**src/lgp_pkg.sv**
```systemverilog
// Package for the LCD-muxed general-purpose port: register map, fields, types
// ==========================================================================
// Contract
// - One eight-pin bidirectional port, matching registers
// - Direction bit 0 drives latch, 1 reads
// - All pins inputs after any reset
// - Global pull-up enable at pad config bit 7
// - Direction-0 pins have pull-up forced off; pins 0 and 5 keep it when they drive with direction 1
// - Pull-up enable resets cleared
// - Segment enable bit takes pin entirely
// - Pin 0 carries charge pulse, direction ignored
// - Pin 1 feeds timer clock and gate
// - Pin 4 outputs serial data when direction 0
// - Pin 5 input feeds serial data in
// - Pin 6 drives or receives SPI clock
// - Pin 6 drives I2C clock in I2C mode; code drives it only with direction 0
// - Pin 7 supplies slave-select when input
// - Open-drain bit makes SPI outputs open-drain
// - Port reads use Schmitt input path
package lgp_pkg;

  // ==========================================================================
  // Register map (word offsets on the plain register port)
  localparam int          LGP_ADDR_W         = 4;
  localparam logic [3:0]  LGP_OFF_PIN_LEVEL  = 4'h0;
  localparam logic [3:0]  LGP_OFF_LATCH      = 4'h1;
  localparam logic [3:0]  LGP_OFF_DIRECTION  = 4'h2;
  localparam logic [3:0]  LGP_OFF_SEGMENT    = 4'h3;
  localparam logic [3:0]  LGP_OFF_PAD_CONFIG = 4'h4;
  localparam logic [3:0]  LGP_OFF_OPEN_DRAIN = 4'h5;
  localparam logic [3:0]  LGP_OFF_PERIPH     = 4'h6;

  // ==========================================================================
  // Field positions
  localparam int          LGP_PAD_PULLUP_BIT = 7;
  localparam int          LGP_OD_SERIAL_BIT  = 0;
  localparam int          LGP_PER_CHARGE_BIT = 0;
  localparam int          LGP_PER_I2C_BIT    = 1;

  // ==========================================================================
  // Reset values
  localparam logic [7:0]  LGP_RST_DIRECTION  = 8'hFF;
  localparam logic [7:0]  LGP_RST_LATCH      = 8'h00;
  localparam logic [7:0]  LGP_RST_SEGMENT    = 8'h00;
  localparam logic [7:0]  LGP_RST_PAD_CONFIG = 8'h00;
  localparam logic [7:0]  LGP_RST_OPEN_DRAIN = 8'h00;
  localparam logic [7:0]  LGP_RST_PERIPH     = 8'h00;
  localparam logic [7:0]  LGP_UNMAPPED_READ  = 8'h00;

  // ==========================================================================
  // Pin numbers of the shared functions
  localparam int          LGP_PIN_CHARGE     = 0;
  localparam int          LGP_PIN_TIMER      = 1;
  localparam int          LGP_PIN_SDO        = 4;
  localparam int          LGP_PIN_SDI        = 5;
  localparam int          LGP_PIN_SCK        = 6;
  localparam int          LGP_PIN_SELECT     = 7;

  // Peripheral signals arriving from the serial and charge-time units
  typedef struct packed {
    logic charge_pulse_out;
    logic serial_b_data_out;
    logic serial_b_data_out_en;
    logic serial_b_spi_clock;
    logic serial_b_i2c_data;
    logic serial_b_i2c_data_oe;
  } lgp_periph_out_t;

  // Pin levels handed to the peripherals
  typedef struct packed {
    logic timer_five_clock_in;
    logic timer_seven_gate_in;
    logic serial_b_data_in;
    logic serial_b_i2c_data;
    logic serial_b_clock_in;
    logic serial_b_select;
  } lgp_periph_in_t;

endpackage : lgp_pkg

```
**src/lgp_port.sv**
```systemverilog
// Eight-pin port with segment override, peripheral muxing and register slave
`timescale 1ns/1ps
module lgp_port
  import lgp_pkg::*;
#(
  parameter int WIDTH = 8
) (
  // Clock and reset
  input  wire logic                  i_clk,
  input  wire logic                  i_reset,
  // Register port
  input  wire logic [LGP_ADDR_W-1:0] i_addr,
  input  wire logic [7:0]            i_wdata,
  input  wire logic                  i_wr,
  input  wire logic                  i_rd,
  output logic      [7:0]            o_rdata,
  // Pins
  input  wire logic [WIDTH-1:0]      i_pin,
  output logic      [WIDTH-1:0]      o_pin,
  output logic      [WIDTH-1:0]      o_pin_oe,
  output logic      [WIDTH-1:0]      o_pullup_on,
  output logic      [WIDTH-1:0]      o_segment_output,
  // Peripherals
  input  wire lgp_periph_out_t       i_periph,
  output lgp_periph_in_t             o_periph
);

  // Pin map is fixed at eight pins
  if (WIDTH != 8) begin : g_width_check
    $error("lgp_port: WIDTH must be 8");
  end

  // ==========================================================================
  // Registers
  logic [WIDTH-1:0] latch_q;
  logic [WIDTH-1:0] dir_q;
  logic [WIDTH-1:0] seg_q;
  logic [7:0]       pad_q;
  logic [7:0]       od_q;
  logic [7:0]       per_q;
  logic [WIDTH-1:0] pin_sync_q;

  function automatic logic hit(input logic [LGP_ADDR_W-1:0] off);
    hit = i_wr && (i_addr == off);
  endfunction

  // Latch written through either the latch or the pin-level address
  always_ff @(posedge i_clk) begin
    if (i_reset) begin
      latch_q <= LGP_RST_LATCH;
    end else if (hit(LGP_OFF_LATCH) || hit(LGP_OFF_PIN_LEVEL)) begin
      latch_q <= i_wdata;
    end
  end

  // Direction: all ones at reset so nothing drives
  always_ff @(posedge i_clk) begin
    if (i_reset) begin
      dir_q <= LGP_RST_DIRECTION;
    end else if (hit(LGP_OFF_DIRECTION)) begin
      dir_q <= i_wdata;
    end
  end

  // Segment enables
  always_ff @(posedge i_clk) begin
    if (i_reset) begin
      seg_q <= LGP_RST_SEGMENT;
    end else if (hit(LGP_OFF_SEGMENT)) begin
      seg_q <= i_wdata;
    end
  end

  // Pad config: only the pull-up enable is kept here, others read zero
  always_ff @(posedge i_clk) begin
    if (i_reset) begin
      pad_q <= LGP_RST_PAD_CONFIG;
    end else if (hit(LGP_OFF_PAD_CONFIG)) begin
      pad_q <= i_wdata & (8'h01 << LGP_PAD_PULLUP_BIT);
    end
  end

  // Open-drain control, serial bit only
  always_ff @(posedge i_clk) begin
    if (i_reset) begin
      od_q <= LGP_RST_OPEN_DRAIN;
    end else if (hit(LGP_OFF_OPEN_DRAIN)) begin
      od_q <= i_wdata & (8'h01 << LGP_OD_SERIAL_BIT);
    end
  end

  // Peripheral selects: charge pulse on pin 0, serial in I2C mode
  always_ff @(posedge i_clk) begin
    if (i_reset) begin
      per_q <= LGP_RST_PERIPH;
    end else if (hit(LGP_OFF_PERIPH)) begin
      per_q <= i_wdata & 8'h03;
    end
  end

  // Schmitt-buffered sample for port reads; inputs already synchronous
  always_ff @(posedge i_clk) begin
    if (i_reset) begin
      pin_sync_q <= '0;
    end else begin
      pin_sync_q <= i_pin;
    end
  end

  // ==========================================================================
  // Read port: data stand the cycle after the strobe only
  always_ff @(posedge i_clk) begin
    if (i_reset || !i_rd) begin
      o_rdata <= 8'h00;
    end else begin
      case (i_addr)
        LGP_OFF_PIN_LEVEL:  o_rdata <= pin_sync_q;
        LGP_OFF_LATCH:      o_rdata <= latch_q;
        LGP_OFF_DIRECTION:  o_rdata <= dir_q;
        LGP_OFF_SEGMENT:    o_rdata <= seg_q;
        LGP_OFF_PAD_CONFIG: o_rdata <= pad_q;
        LGP_OFF_OPEN_DRAIN: o_rdata <= od_q;
        LGP_OFF_PERIPH:     o_rdata <= per_q;
        default:            o_rdata <= LGP_UNMAPPED_READ;
      endcase
    end
  end

  // ==========================================================================
  // Pin ownership, combinational next values
  logic [WIDTH-1:0] pin_d;
  logic [WIDTH-1:0] oe_d;
  logic             i2c_mode;
  logic             od_en;

  assign i2c_mode = per_q[LGP_PER_I2C_BIT];
  assign od_en    = od_q[LGP_OD_SERIAL_BIT];

  // Peripheral overrides first, then segment wipes everything
  always_comb begin
    pin_d = latch_q;
    oe_d  = ~dir_q;
    if (per_q[LGP_PER_CHARGE_BIT]) begin
      pin_d[LGP_PIN_CHARGE] = i_periph.charge_pulse_out;
      oe_d[LGP_PIN_CHARGE]  = 1'b1;
    end
    if (!dir_q[LGP_PIN_SDO] && !i2c_mode && i_periph.serial_b_data_out_en) begin
      pin_d[LGP_PIN_SDO] = i_periph.serial_b_data_out;
      // Open drain: drive only the low level
      oe_d[LGP_PIN_SDO]  = !od_en || !i_periph.serial_b_data_out;
    end
    if (i2c_mode && i_periph.serial_b_i2c_data_oe) begin
      // I2C data is always open drain
      pin_d[LGP_PIN_SDI] = 1'b0;
      oe_d[LGP_PIN_SDI]  = !i_periph.serial_b_i2c_data;
    end
    if (!dir_q[LGP_PIN_SCK]) begin
      pin_d[LGP_PIN_SCK] = i_periph.serial_b_spi_clock;
      if (i2c_mode || od_en) begin
        oe_d[LGP_PIN_SCK] = !i_periph.serial_b_spi_clock;
      end
    end
    oe_d  = oe_d & ~seg_q;
    pin_d = pin_d & ~seg_q;
  end

  // Registered pin drivers
  always_ff @(posedge i_clk) begin
    if (i_reset) begin
      o_pin            <= '0;
      o_pin_oe         <= '0;
      o_pullup_on      <= '0;
      o_segment_output <= '0;
    end else begin
      o_pin            <= pin_d;
      o_pin_oe         <= oe_d;
      o_pullup_on      <= {WIDTH{pad_q[LGP_PAD_PULLUP_BIT]}} & dir_q & ~seg_q;
      o_segment_output <= seg_q;
    end
  end

  // Peripheral inputs, blocked while the segment owns the pin
  always_ff @(posedge i_clk) begin
    if (i_reset) begin
      o_periph <= '0;
    end else begin
      o_periph.timer_five_clock_in <= i_pin[LGP_PIN_TIMER] & ~seg_q[LGP_PIN_TIMER];
      o_periph.timer_seven_gate_in <= i_pin[LGP_PIN_TIMER] & ~seg_q[LGP_PIN_TIMER];
      o_periph.serial_b_data_in    <= i_pin[LGP_PIN_SDI] & dir_q[LGP_PIN_SDI]
                                      & ~seg_q[LGP_PIN_SDI];
      o_periph.serial_b_i2c_data   <= i_pin[LGP_PIN_SDI] & ~seg_q[LGP_PIN_SDI];
      o_periph.serial_b_clock_in   <= i_pin[LGP_PIN_SCK] & dir_q[LGP_PIN_SCK]
                                      & ~seg_q[LGP_PIN_SCK];
      // Select idles high (inactive) when not routed
      o_periph.serial_b_select     <= ~(dir_q[LGP_PIN_SELECT] & ~seg_q[LGP_PIN_SELECT])
                                      | i_pin[LGP_PIN_SELECT];
    end
  end

endmodule // lgp_port

```
**config.mk**
```make
export PLATFORM = sky130hd
export DESIGN_NAME = lgp_port
export DESIGN_NICKNAME = d
export VERILOG_FILES = /design/src/lgp_pkg.sv /design/src/lgp_port.sv
export SDC_FILE = /design/constraint.sdc
export NUM_CORES = 1
export LEC_CHECK = 0
export BUFFER_PORTS_ARGS = -buffer_cell sky130_fd_sc_hd__buf_2
export CAP_MARGIN = 25
export CORE_UTILIZATION = 56
export DETAILED_ROUTE_END_ITERATION = 8
export MAX_ROUTING_LAYER = met4
export PLACE_DENSITY_LB_ADDON = 0.1
export REMOVE_ABC_BUFFERS = 1
export SLEW_MARGIN = 20
export SYNTH_ARGS = -nofsm -noshare
export SYNTH_HDL_FRONTEND = slang
export SYNTH_SLANG_ARGS = --single-unit
```
**constraint.sdc**
```tcl
create_clock -name i_clk -period 3.7 [get_ports i_clk]
set_clock_uncertainty 0.1 [all_clocks]
set_input_delay 0.37 -clock i_clk [delete_from_list [all_inputs] [get_ports i_clk]]
set_output_delay 0.37 -clock i_clk [all_outputs]
set_load 0.005 [all_outputs]
```
### Word level (Yosys, flattened, before mapping)

Cells that the tools add are included.
Widths: inputs -> output; s select.

* bitwise logic cells: 19
* equal/unequal tests: 6
* multiplexer cells: 10
* reduce and logical (&&, ||, !) cells: 22

Operators by type and width (count)
* $pmux 8 s7: 1
* $and 8x8->8: 4
* $not 8->8: 2
* $eq 4x3->1 const B: 3
* $logic_and 1x1->1: 10
* $mux 1: 9
* $eq 4x2->1 const B: 2
* $and 1x1->1: 7
* $logic_not 1->1: 7
* $not 1->1: 5
* $eq 4x1->1 const B: 1
* $logic_not 4->1: 1
* $logic_or 1x1->1: 4
* $or 1x1->1: 1

* bits of input ports: 30
* register bits: 81

### Depth between registers and ports, before layout

Gate-level depths: netlist of run 1.

* word-level depth: 5
* gate-level depth with buffers: 5
* depth with buffers taken out: 3

### Least setup slack after synthesis of run 1

Ideal clock, no wire load.

* path kind: input port to flip-flop
* from: in i_addr[0]
* to: reg dir_q[0]
* buffers on the path: 2
* setup slack: 2226 ps
* arrival time: 1254 ps
* stages on the path: 5
* cells stage by stage: buf_4 > and3b_1 > clkbuf_1 > and3_1 > a211o_1

* cells in the longest elaborated chain, start to end: 2

Ends and longest elaborated chain
* from (decl): RTL line lgp_port.sv:12 `input wire logic [LGP_ADDR_W-1:0] i_addr,`
* $eq 4x2->1: RTL line lgp_port.sv:44 `hit = i_wr && (i_addr == off);`
* $logic_and 1x1->1: RTL line lgp_port.sv:44
* to (signal assigned): RTL line lgp_port.sv:61 `dir_q <= i_wdata;`
* to (decl): RTL line lgp_port.sv:36 `logic [WIDTH-1:0] dir_q;`

No other way between the ends.
A chain may end at the register's enable or synchronous reset.

### Worst setup path in the final report of run 1

* from: in i_addr[0]
* to: reg seg_q[7]

* cells in the longest elaborated chain, start to end: 2

Ends and longest elaborated chain
* $eq 4x2->1: RTL line lgp_port.sv:44
* $logic_and 1x1->1: RTL line lgp_port.sv:44
* to (signal assigned): RTL line lgp_port.sv:70 `seg_q <= i_wdata;`
* to (decl): RTL line lgp_port.sv:37 `logic [WIDTH-1:0] seg_q;`

No other way between the ends.

==> flow_metrics.env, run 1 <==
export IMPL_grt_pass1_vias=2100
export IMPL_port_buffers=75
export IMPL_cts_resized=0
export IMPL_yosysWarnings=0
export IMPL_worst_slack_ps=1770
export IMPL_core_sq_um=5070
export IMPL_grt_pass1_wl_mm=10.5
export IMPL_critPathMaxStageDelay_ps=710
export IMPL_maxSlewViolCount=0
export IMPL_syn_inst=291
export IMPL_root_buffer="clkbuf_8"
export IMPL_synth_avg_cell_area_sq_um=10.1
export IMPL_nets=389
export IMPL_start_util_pct=58.1
export IMPL_post_cts_buffers=0
export IMPL_whs_ps=130
export IMPL_worst_pin_slew_ps=931
export IMPL_cts_path_max_buffers=2
export IMPL_tns_ps=0
export IMPL_p_per_area_nw_per_um2=514
export IMPL_min_period_ps=1930
export IMPL_tritoncts="yes"
export IMPL_critical_path_arrival_ps=2100
export IMPL_hold_viol=0
export IMPL_route_vias_total=2422
export IMPL_num_rows=26
export IMPL_final_cell_mix="dfxtp_1, buf_2, a21oi_1, nand2_1, nor2b_1"
export IMPL_die_w_um=74.6
export IMPL_finalSetupViolCount=0
export IMPL_path_class="in2reg"
export IMPL_cts_sinks=81
export IMPL_antenna_found_initial=0
export IMPL_clkTransAtPathRegs_ps=80
export IMPL_ys_seq_elements=81
export IMPL_leakage_nw=1.56
export IMPL_synth_ff_type="dfxtp_1"
export IMPL_place_gp_congestion=0.790
export IMPL_ios=76
export IMPL_synth_edf_count=0
export IMPL_cp_slowest_cell="nor4bb_1"
export IMPL_yosysTopAreaCellShare_pct=55.0
export IMPL_slew_headroom_pct=37.8
export IMPL_async_flop_share_pct=0
export IMPL_status="finished, final reports clean"
export IMPL_final_common_cell="dfxtp_1"
export IMPL_worstSkewPairLatency_ps=350
export IMPL_hp_class="in2reg"
export IMPL_vias_per_cell=5.58
export IMPL_n_fill_cell=405
export IMPL_drc=0
export IMPL_rsz0062_at_grt="no"
export IMPL_ir_drop_mv=0.301
export IMPL_dp_hpwl_mm=4.30
export IMPL_fmax_ghz=0.519
export IMPL_dieArea_sq_um=5560
export IMPL_drt_iter0_drc=185
export IMPL_h_tree_depth=3
export IMPL_grt_total_usage_pct=26.6
export IMPL_cp_data_required_time_ps=3870
export IMPL_die_y_um=74.6
export IMPL_drtPass1Iterations=4
export IMPL_synth_top_area_cell="dfxtp_1"
export IMPL_grt_max_degree=38
export IMPL_cts_hold_buf=0
export IMPL_path_cells="buf_2 -> nor4bb_1 -> buf_2 -> nand3_1 -> a21oi_1"
export IMPL_drt_wl_total_mm=6.76
export IMPL_overflow=0
export IMPL_cp_start_kind="input pin"
export IMPL_avgRoutedWirePerCell_um=15.6
export IMPL_crit_fanout=27
export IMPL_end_kind="flip-flop"
export IMPL_crit_top_cell="buf_2"
export IMPL_finalCritPeriodShare_pct=52.1
export IMPL_ys_seq_area_share_pct=55.0
export IMPL_place_ws_ps=1430
export IMPL_area_growth_pct=21.7
export IMPL_ant_nets=0
export IMPL_diodes=0
export IMPL_ys_types=42
export IMPL_maxCapViolations=0
export IMPL_netlist_area_sq_um=2950
export IMPL_yosys_top_cells_area="dfxtp_1, mux2i_1, a21oi_1"
export IMPL_drive_gt1_share_pct=26.6
export IMPL_cts_buffers=9
==> worst max-delay path: cells and delay by family <==
| kind | cells | cell delay (ps) |
|---|---|---|
| AOI/OAI and AO/OA | 1 | 140 |
| and+or+nand+nor | 2 | 790 |
| buffers and inverters | 2 | 790 |
==> per-layer routing <==
metal | vias to the layer above | GRT usage [%] | wire length (um) | share of wire [%]
met5 | - | - | 0 | 0
met4 | 0 | 13.8 | 104 | 1.5
met2 | 99 | 39.5 | 3110 | 46
met3 | 17 | 5.28 | 480 | 7.1
li1 | 1162 | - | - | -
met1 | 1144 | 34.2 | 3060 | 45
==> cells by family after synthesis <==
logic type,after synthesis,share of synthesized area (%)
flip-flops,81,55.0
buffers and inverters,23,3.86
AO/OA/AOI/OAI,53,11.2
AND/OR/NAND/NOR,116,23.4
multiplexers,18,6.53
==> Yosys cell counts (2+ instances only) <==
master    number
buf_4          3
nor4b_1        3
dfxtp_1       81
inv_1          3
o21ai_0       12
mux2i_1       17
clkbuf_1       7
nor2b_1       18
nor2_1         9
nand2_1       20
nor3_1         8
nand2b_1       3
buf_2          6
nor3b_1       12
and3b_1        4
a211o_1        8
and3_1        11
nand3_1       14
buf_1          2
a21oi_1       23
o22a_1         6
==> path summary, 6_finish.rpt <==
check	slack, ps	start	to	cells past startpoint
max reg2reg	2470	seg_q[6]	o_rdata[6]	2
max	1770	i_addr[0]	seg_q[7]	5
min reg2reg	370	latch_q[1]	latch_q[1]	2
min	130	i_pin[2]	pin_sync_q[2]	2
==> where the power goes <==
group | switching, mW | internal (mW) | leakage (nW)
Sequential | 0.00951 | 0.888 | 0.658
Clock | 0.326 | 0.516 | 0.122
Combinational | 0.0606 | 0.0440 | 0.779
Total | 0.396 | 1.45 | 1.56
==> registers in the layout (all words and copies together), names as in the netlist, 2 cells and up <==
name	flops
dir_q	8
latch_q	8
o_pin	8
o_pin_oe	8
o_pullup_on	8
o_rdata	8
o_segment_output	8
pin_sync_q	8
seg_q	8
o_periph	5
per_q	2
==> final cells by class <==
cell class	instances	area [sq um]	share of cell area, %
Tap cell	70	87.6	2.44
Clock buffer	9	124	3.45
Timing Repair Buffer	77	388	10.8
Sequential cell	81	1620	45.2
Clock inverter	7	143	3.97
Inverter	3	11.3	0.314
Multi-Input combinational cell	187	1210	33.8
==> per-stage QoR <==
step | power [mW] | area, sq um | std cells | util [%]
3_5_place_dp | 1.02 | 3320 | 418 | 65.5
2_1_floorplan | 0.959 | 2850 | 271 | -
5_1_grt | 1.90 | 3590 | 434 | 70.7
3_3_place_gp | 1.02 | 3320 | 417 | 65.4
6_report | 1.84 | 3590 | 434 | 70.7
4_1_cts | 1.85 | 3590 | 434 | 70.7
Note: power is estimated with default switching activity, not from simulation.
==> run 2: changes to the inputs <==
--- a/config.mk
+++ b/config.mk
@@ -7,7 +7,7 @@
 export LEC_CHECK = 0
 export BUFFER_PORTS_ARGS = -buffer_cell sky130_fd_sc_hd__buf_2
 export CAP_MARGIN = 25
-export CORE_UTILIZATION = 56
+export CORE_UTILIZATION = 52
 export DETAILED_ROUTE_END_ITERATION = 8
 export MAX_ROUTING_LAYER = met4
 export PLACE_DENSITY_LB_ADDON = 0.1
==> constraint.sdc (replaced) <==
create_clock -name i_clk -period 1.8 [get_ports i_clk]
set_clock_uncertainty 0.1 [all_clocks]
set_input_delay 0.18 -clock i_clk [delete_from_list [all_inputs] [get_ports i_clk]]
set_output_delay 0.18 -clock i_clk [all_outputs]
set_load 0.005 [all_outputs]
==> flow_metrics.env, run 2 (synthesis results as in run 1) <==
export IMPL_status="finished, final reports clean"
export IMPL_n_fill_cell=464
export IMPL_maxSlewViolCount=0
export IMPL_fmax_ghz=0.704
export IMPL_final_common_cell="dfxtp_1"
export IMPL_core_sq_um=5470
export IMPL_ir_drop_mv=0.596
export IMPL_critical_path_arrival_ps=1560
export IMPL_drc=0
export IMPL_ios=76
export IMPL_diodes=0
export IMPL_area_sequential_sq_um=1620
export IMPL_cts_sinks=81
export IMPL_worst_slack_ps=380
export IMPL_min_period_ps=1420
export IMPL_drt_wl_total_mm=7.22
export IMPL_dp_hpwl_mm=4.70
export IMPL_p_per_area_nw_per_um2=936
export IMPL_post_cts_buffers=0
export IMPL_overflow=0
export IMPL_worstSkewPairLatency_ps=350
export IMPL_area_growth_pct=26.9
export IMPL_finalSetupViolCount=0
export IMPL_root_buffer="clkbuf_8"
export IMPL_h_tree_depth=3
export IMPL_leakage_nw=1.65
export IMPL_rsz0062_at_grt="no"
export IMPL_place_ws_ps=83.4
export IMPL_tns_ps=0
export IMPL_grt_pass1_wl_mm=11.7
export IMPL_vias_per_cell=5.43
export IMPL_maxCapViolations=0
export IMPL_clkTransAtPathRegs_ps=80
export IMPL_crit_fanout=13
export IMPL_worst_pin_slew_ps=510
export IMPL_grt_total_usage_pct=26.4
export IMPL_dieArea_sq_um=5980
export IMPL_drtPass1Iterations=5
export IMPL_cp_data_required_time_ps=1940
export IMPL_place_gp_congestion=0.846
export IMPL_cts_path_max_buffers=2
export IMPL_drive_gt1_share_pct=27.4
export IMPL_drt_iter0_drc=179
export IMPL_placed_area_sq_um=3400
export IMPL_cts_resized=0
export IMPL_num_rows=27
export IMPL_path_class="in2reg"
export IMPL_grt_max_degree=36
export IMPL_tritoncts="yes"
export IMPL_port_buffers=75
export IMPL_hp_class="in2reg"
export IMPL_slew_headroom_pct=65.6
export IMPL_cp_start_kind="input pin"
export IMPL_multi_input_area_sq_um=1210
export IMPL_die_w_um=77.3
export IMPL_final_cell_mix="dfxtp_1, buf_2, a21oi_1, nand2_1, nor2b_1"
export IMPL_die_y_um=77.3
export IMPL_ant_nets=0
export IMPL_end_kind="flip-flop"
export IMPL_route_vias_total=2494
export IMPL_fin_total_pwr_mw=3.50
export IMPL_avgRoutedWirePerCell_um=15.7
export IMPL_finalCritPeriodShare_pct=78.9
export IMPL_grt_pass1_vias=2346
export IMPL_start_util_pct=53.9
export IMPL_antenna_found_initial=0
export IMPL_nets=412
export IMPL_cts_buffers=9
export IMPL_hold_viol=0
export IMPL_final_cell_area_sq_um=3740
export IMPL_cts_hold_buf=13
==> run 2: metrics by stage <==
stage / hold slack [ps] / instances / util, %
finish: 11.5 / 459 / 68.4
global route: 18.8 / 459 / 68.4
detailed placement: 295 / 430 / 62.2
CTS: 7.43 / 459 / 68.4
floorplan: 149 / 271 / -
global placement: 292 / 430 / 62.2
==> run 2: path summary, 6_finish.rpt <==
| path | from | endpoint | slack [ps] | depth (start not counted) |
|---|---|---|---|---|
| min reg2reg | latch_q[5] | latch_q[5] | 380 | 2 |
| max reg2reg | seg_q[6] | o_rdata[6] | 560 | 2 |
| min | i_wdata[7] | latch_q[7] | 10 | 3 |
| max | i_addr[3] | dir_q[1] | 380 | 4 |
==> run 2: layout make-up <==
| class | instances | area share, % |
|---|---|---|
| clock inverter | 6 | 2.21 |
| multi-input combinational | 187 | 32.4 |
| clock buffer | 10 | 3.41 |
| tap | 72 | 2.41 |
| inverter | 3 | 0.301 |
| timing repair buffer | 100 | 15.9 |
| sequential | 81 | 43.3 |
==> run 2: per-layer routing <==
metal	global-route usage [%]	up-vias	share of wire, %
li1	-	1211	-
met5	-	-	0
met4	15.5	0	3.7
met2	40.7	99	47
met3	4.40	26	5.9
met1	32.5	1158	43
==> run 2: worst max-delay path, cell delays in order <==
cell and delay [ps]:
buf_2 170, nor2_2 400, nand2_1 410, a211o_1 400
==> run 2: report_power, final <==
part           switching (mW)  internal, mW  total (mW)
logic                   0.134         0.120       0.254
clock network           0.630         0.774        1.40
registers              0.0193          1.83        1.85
total                   0.783          2.72        3.50
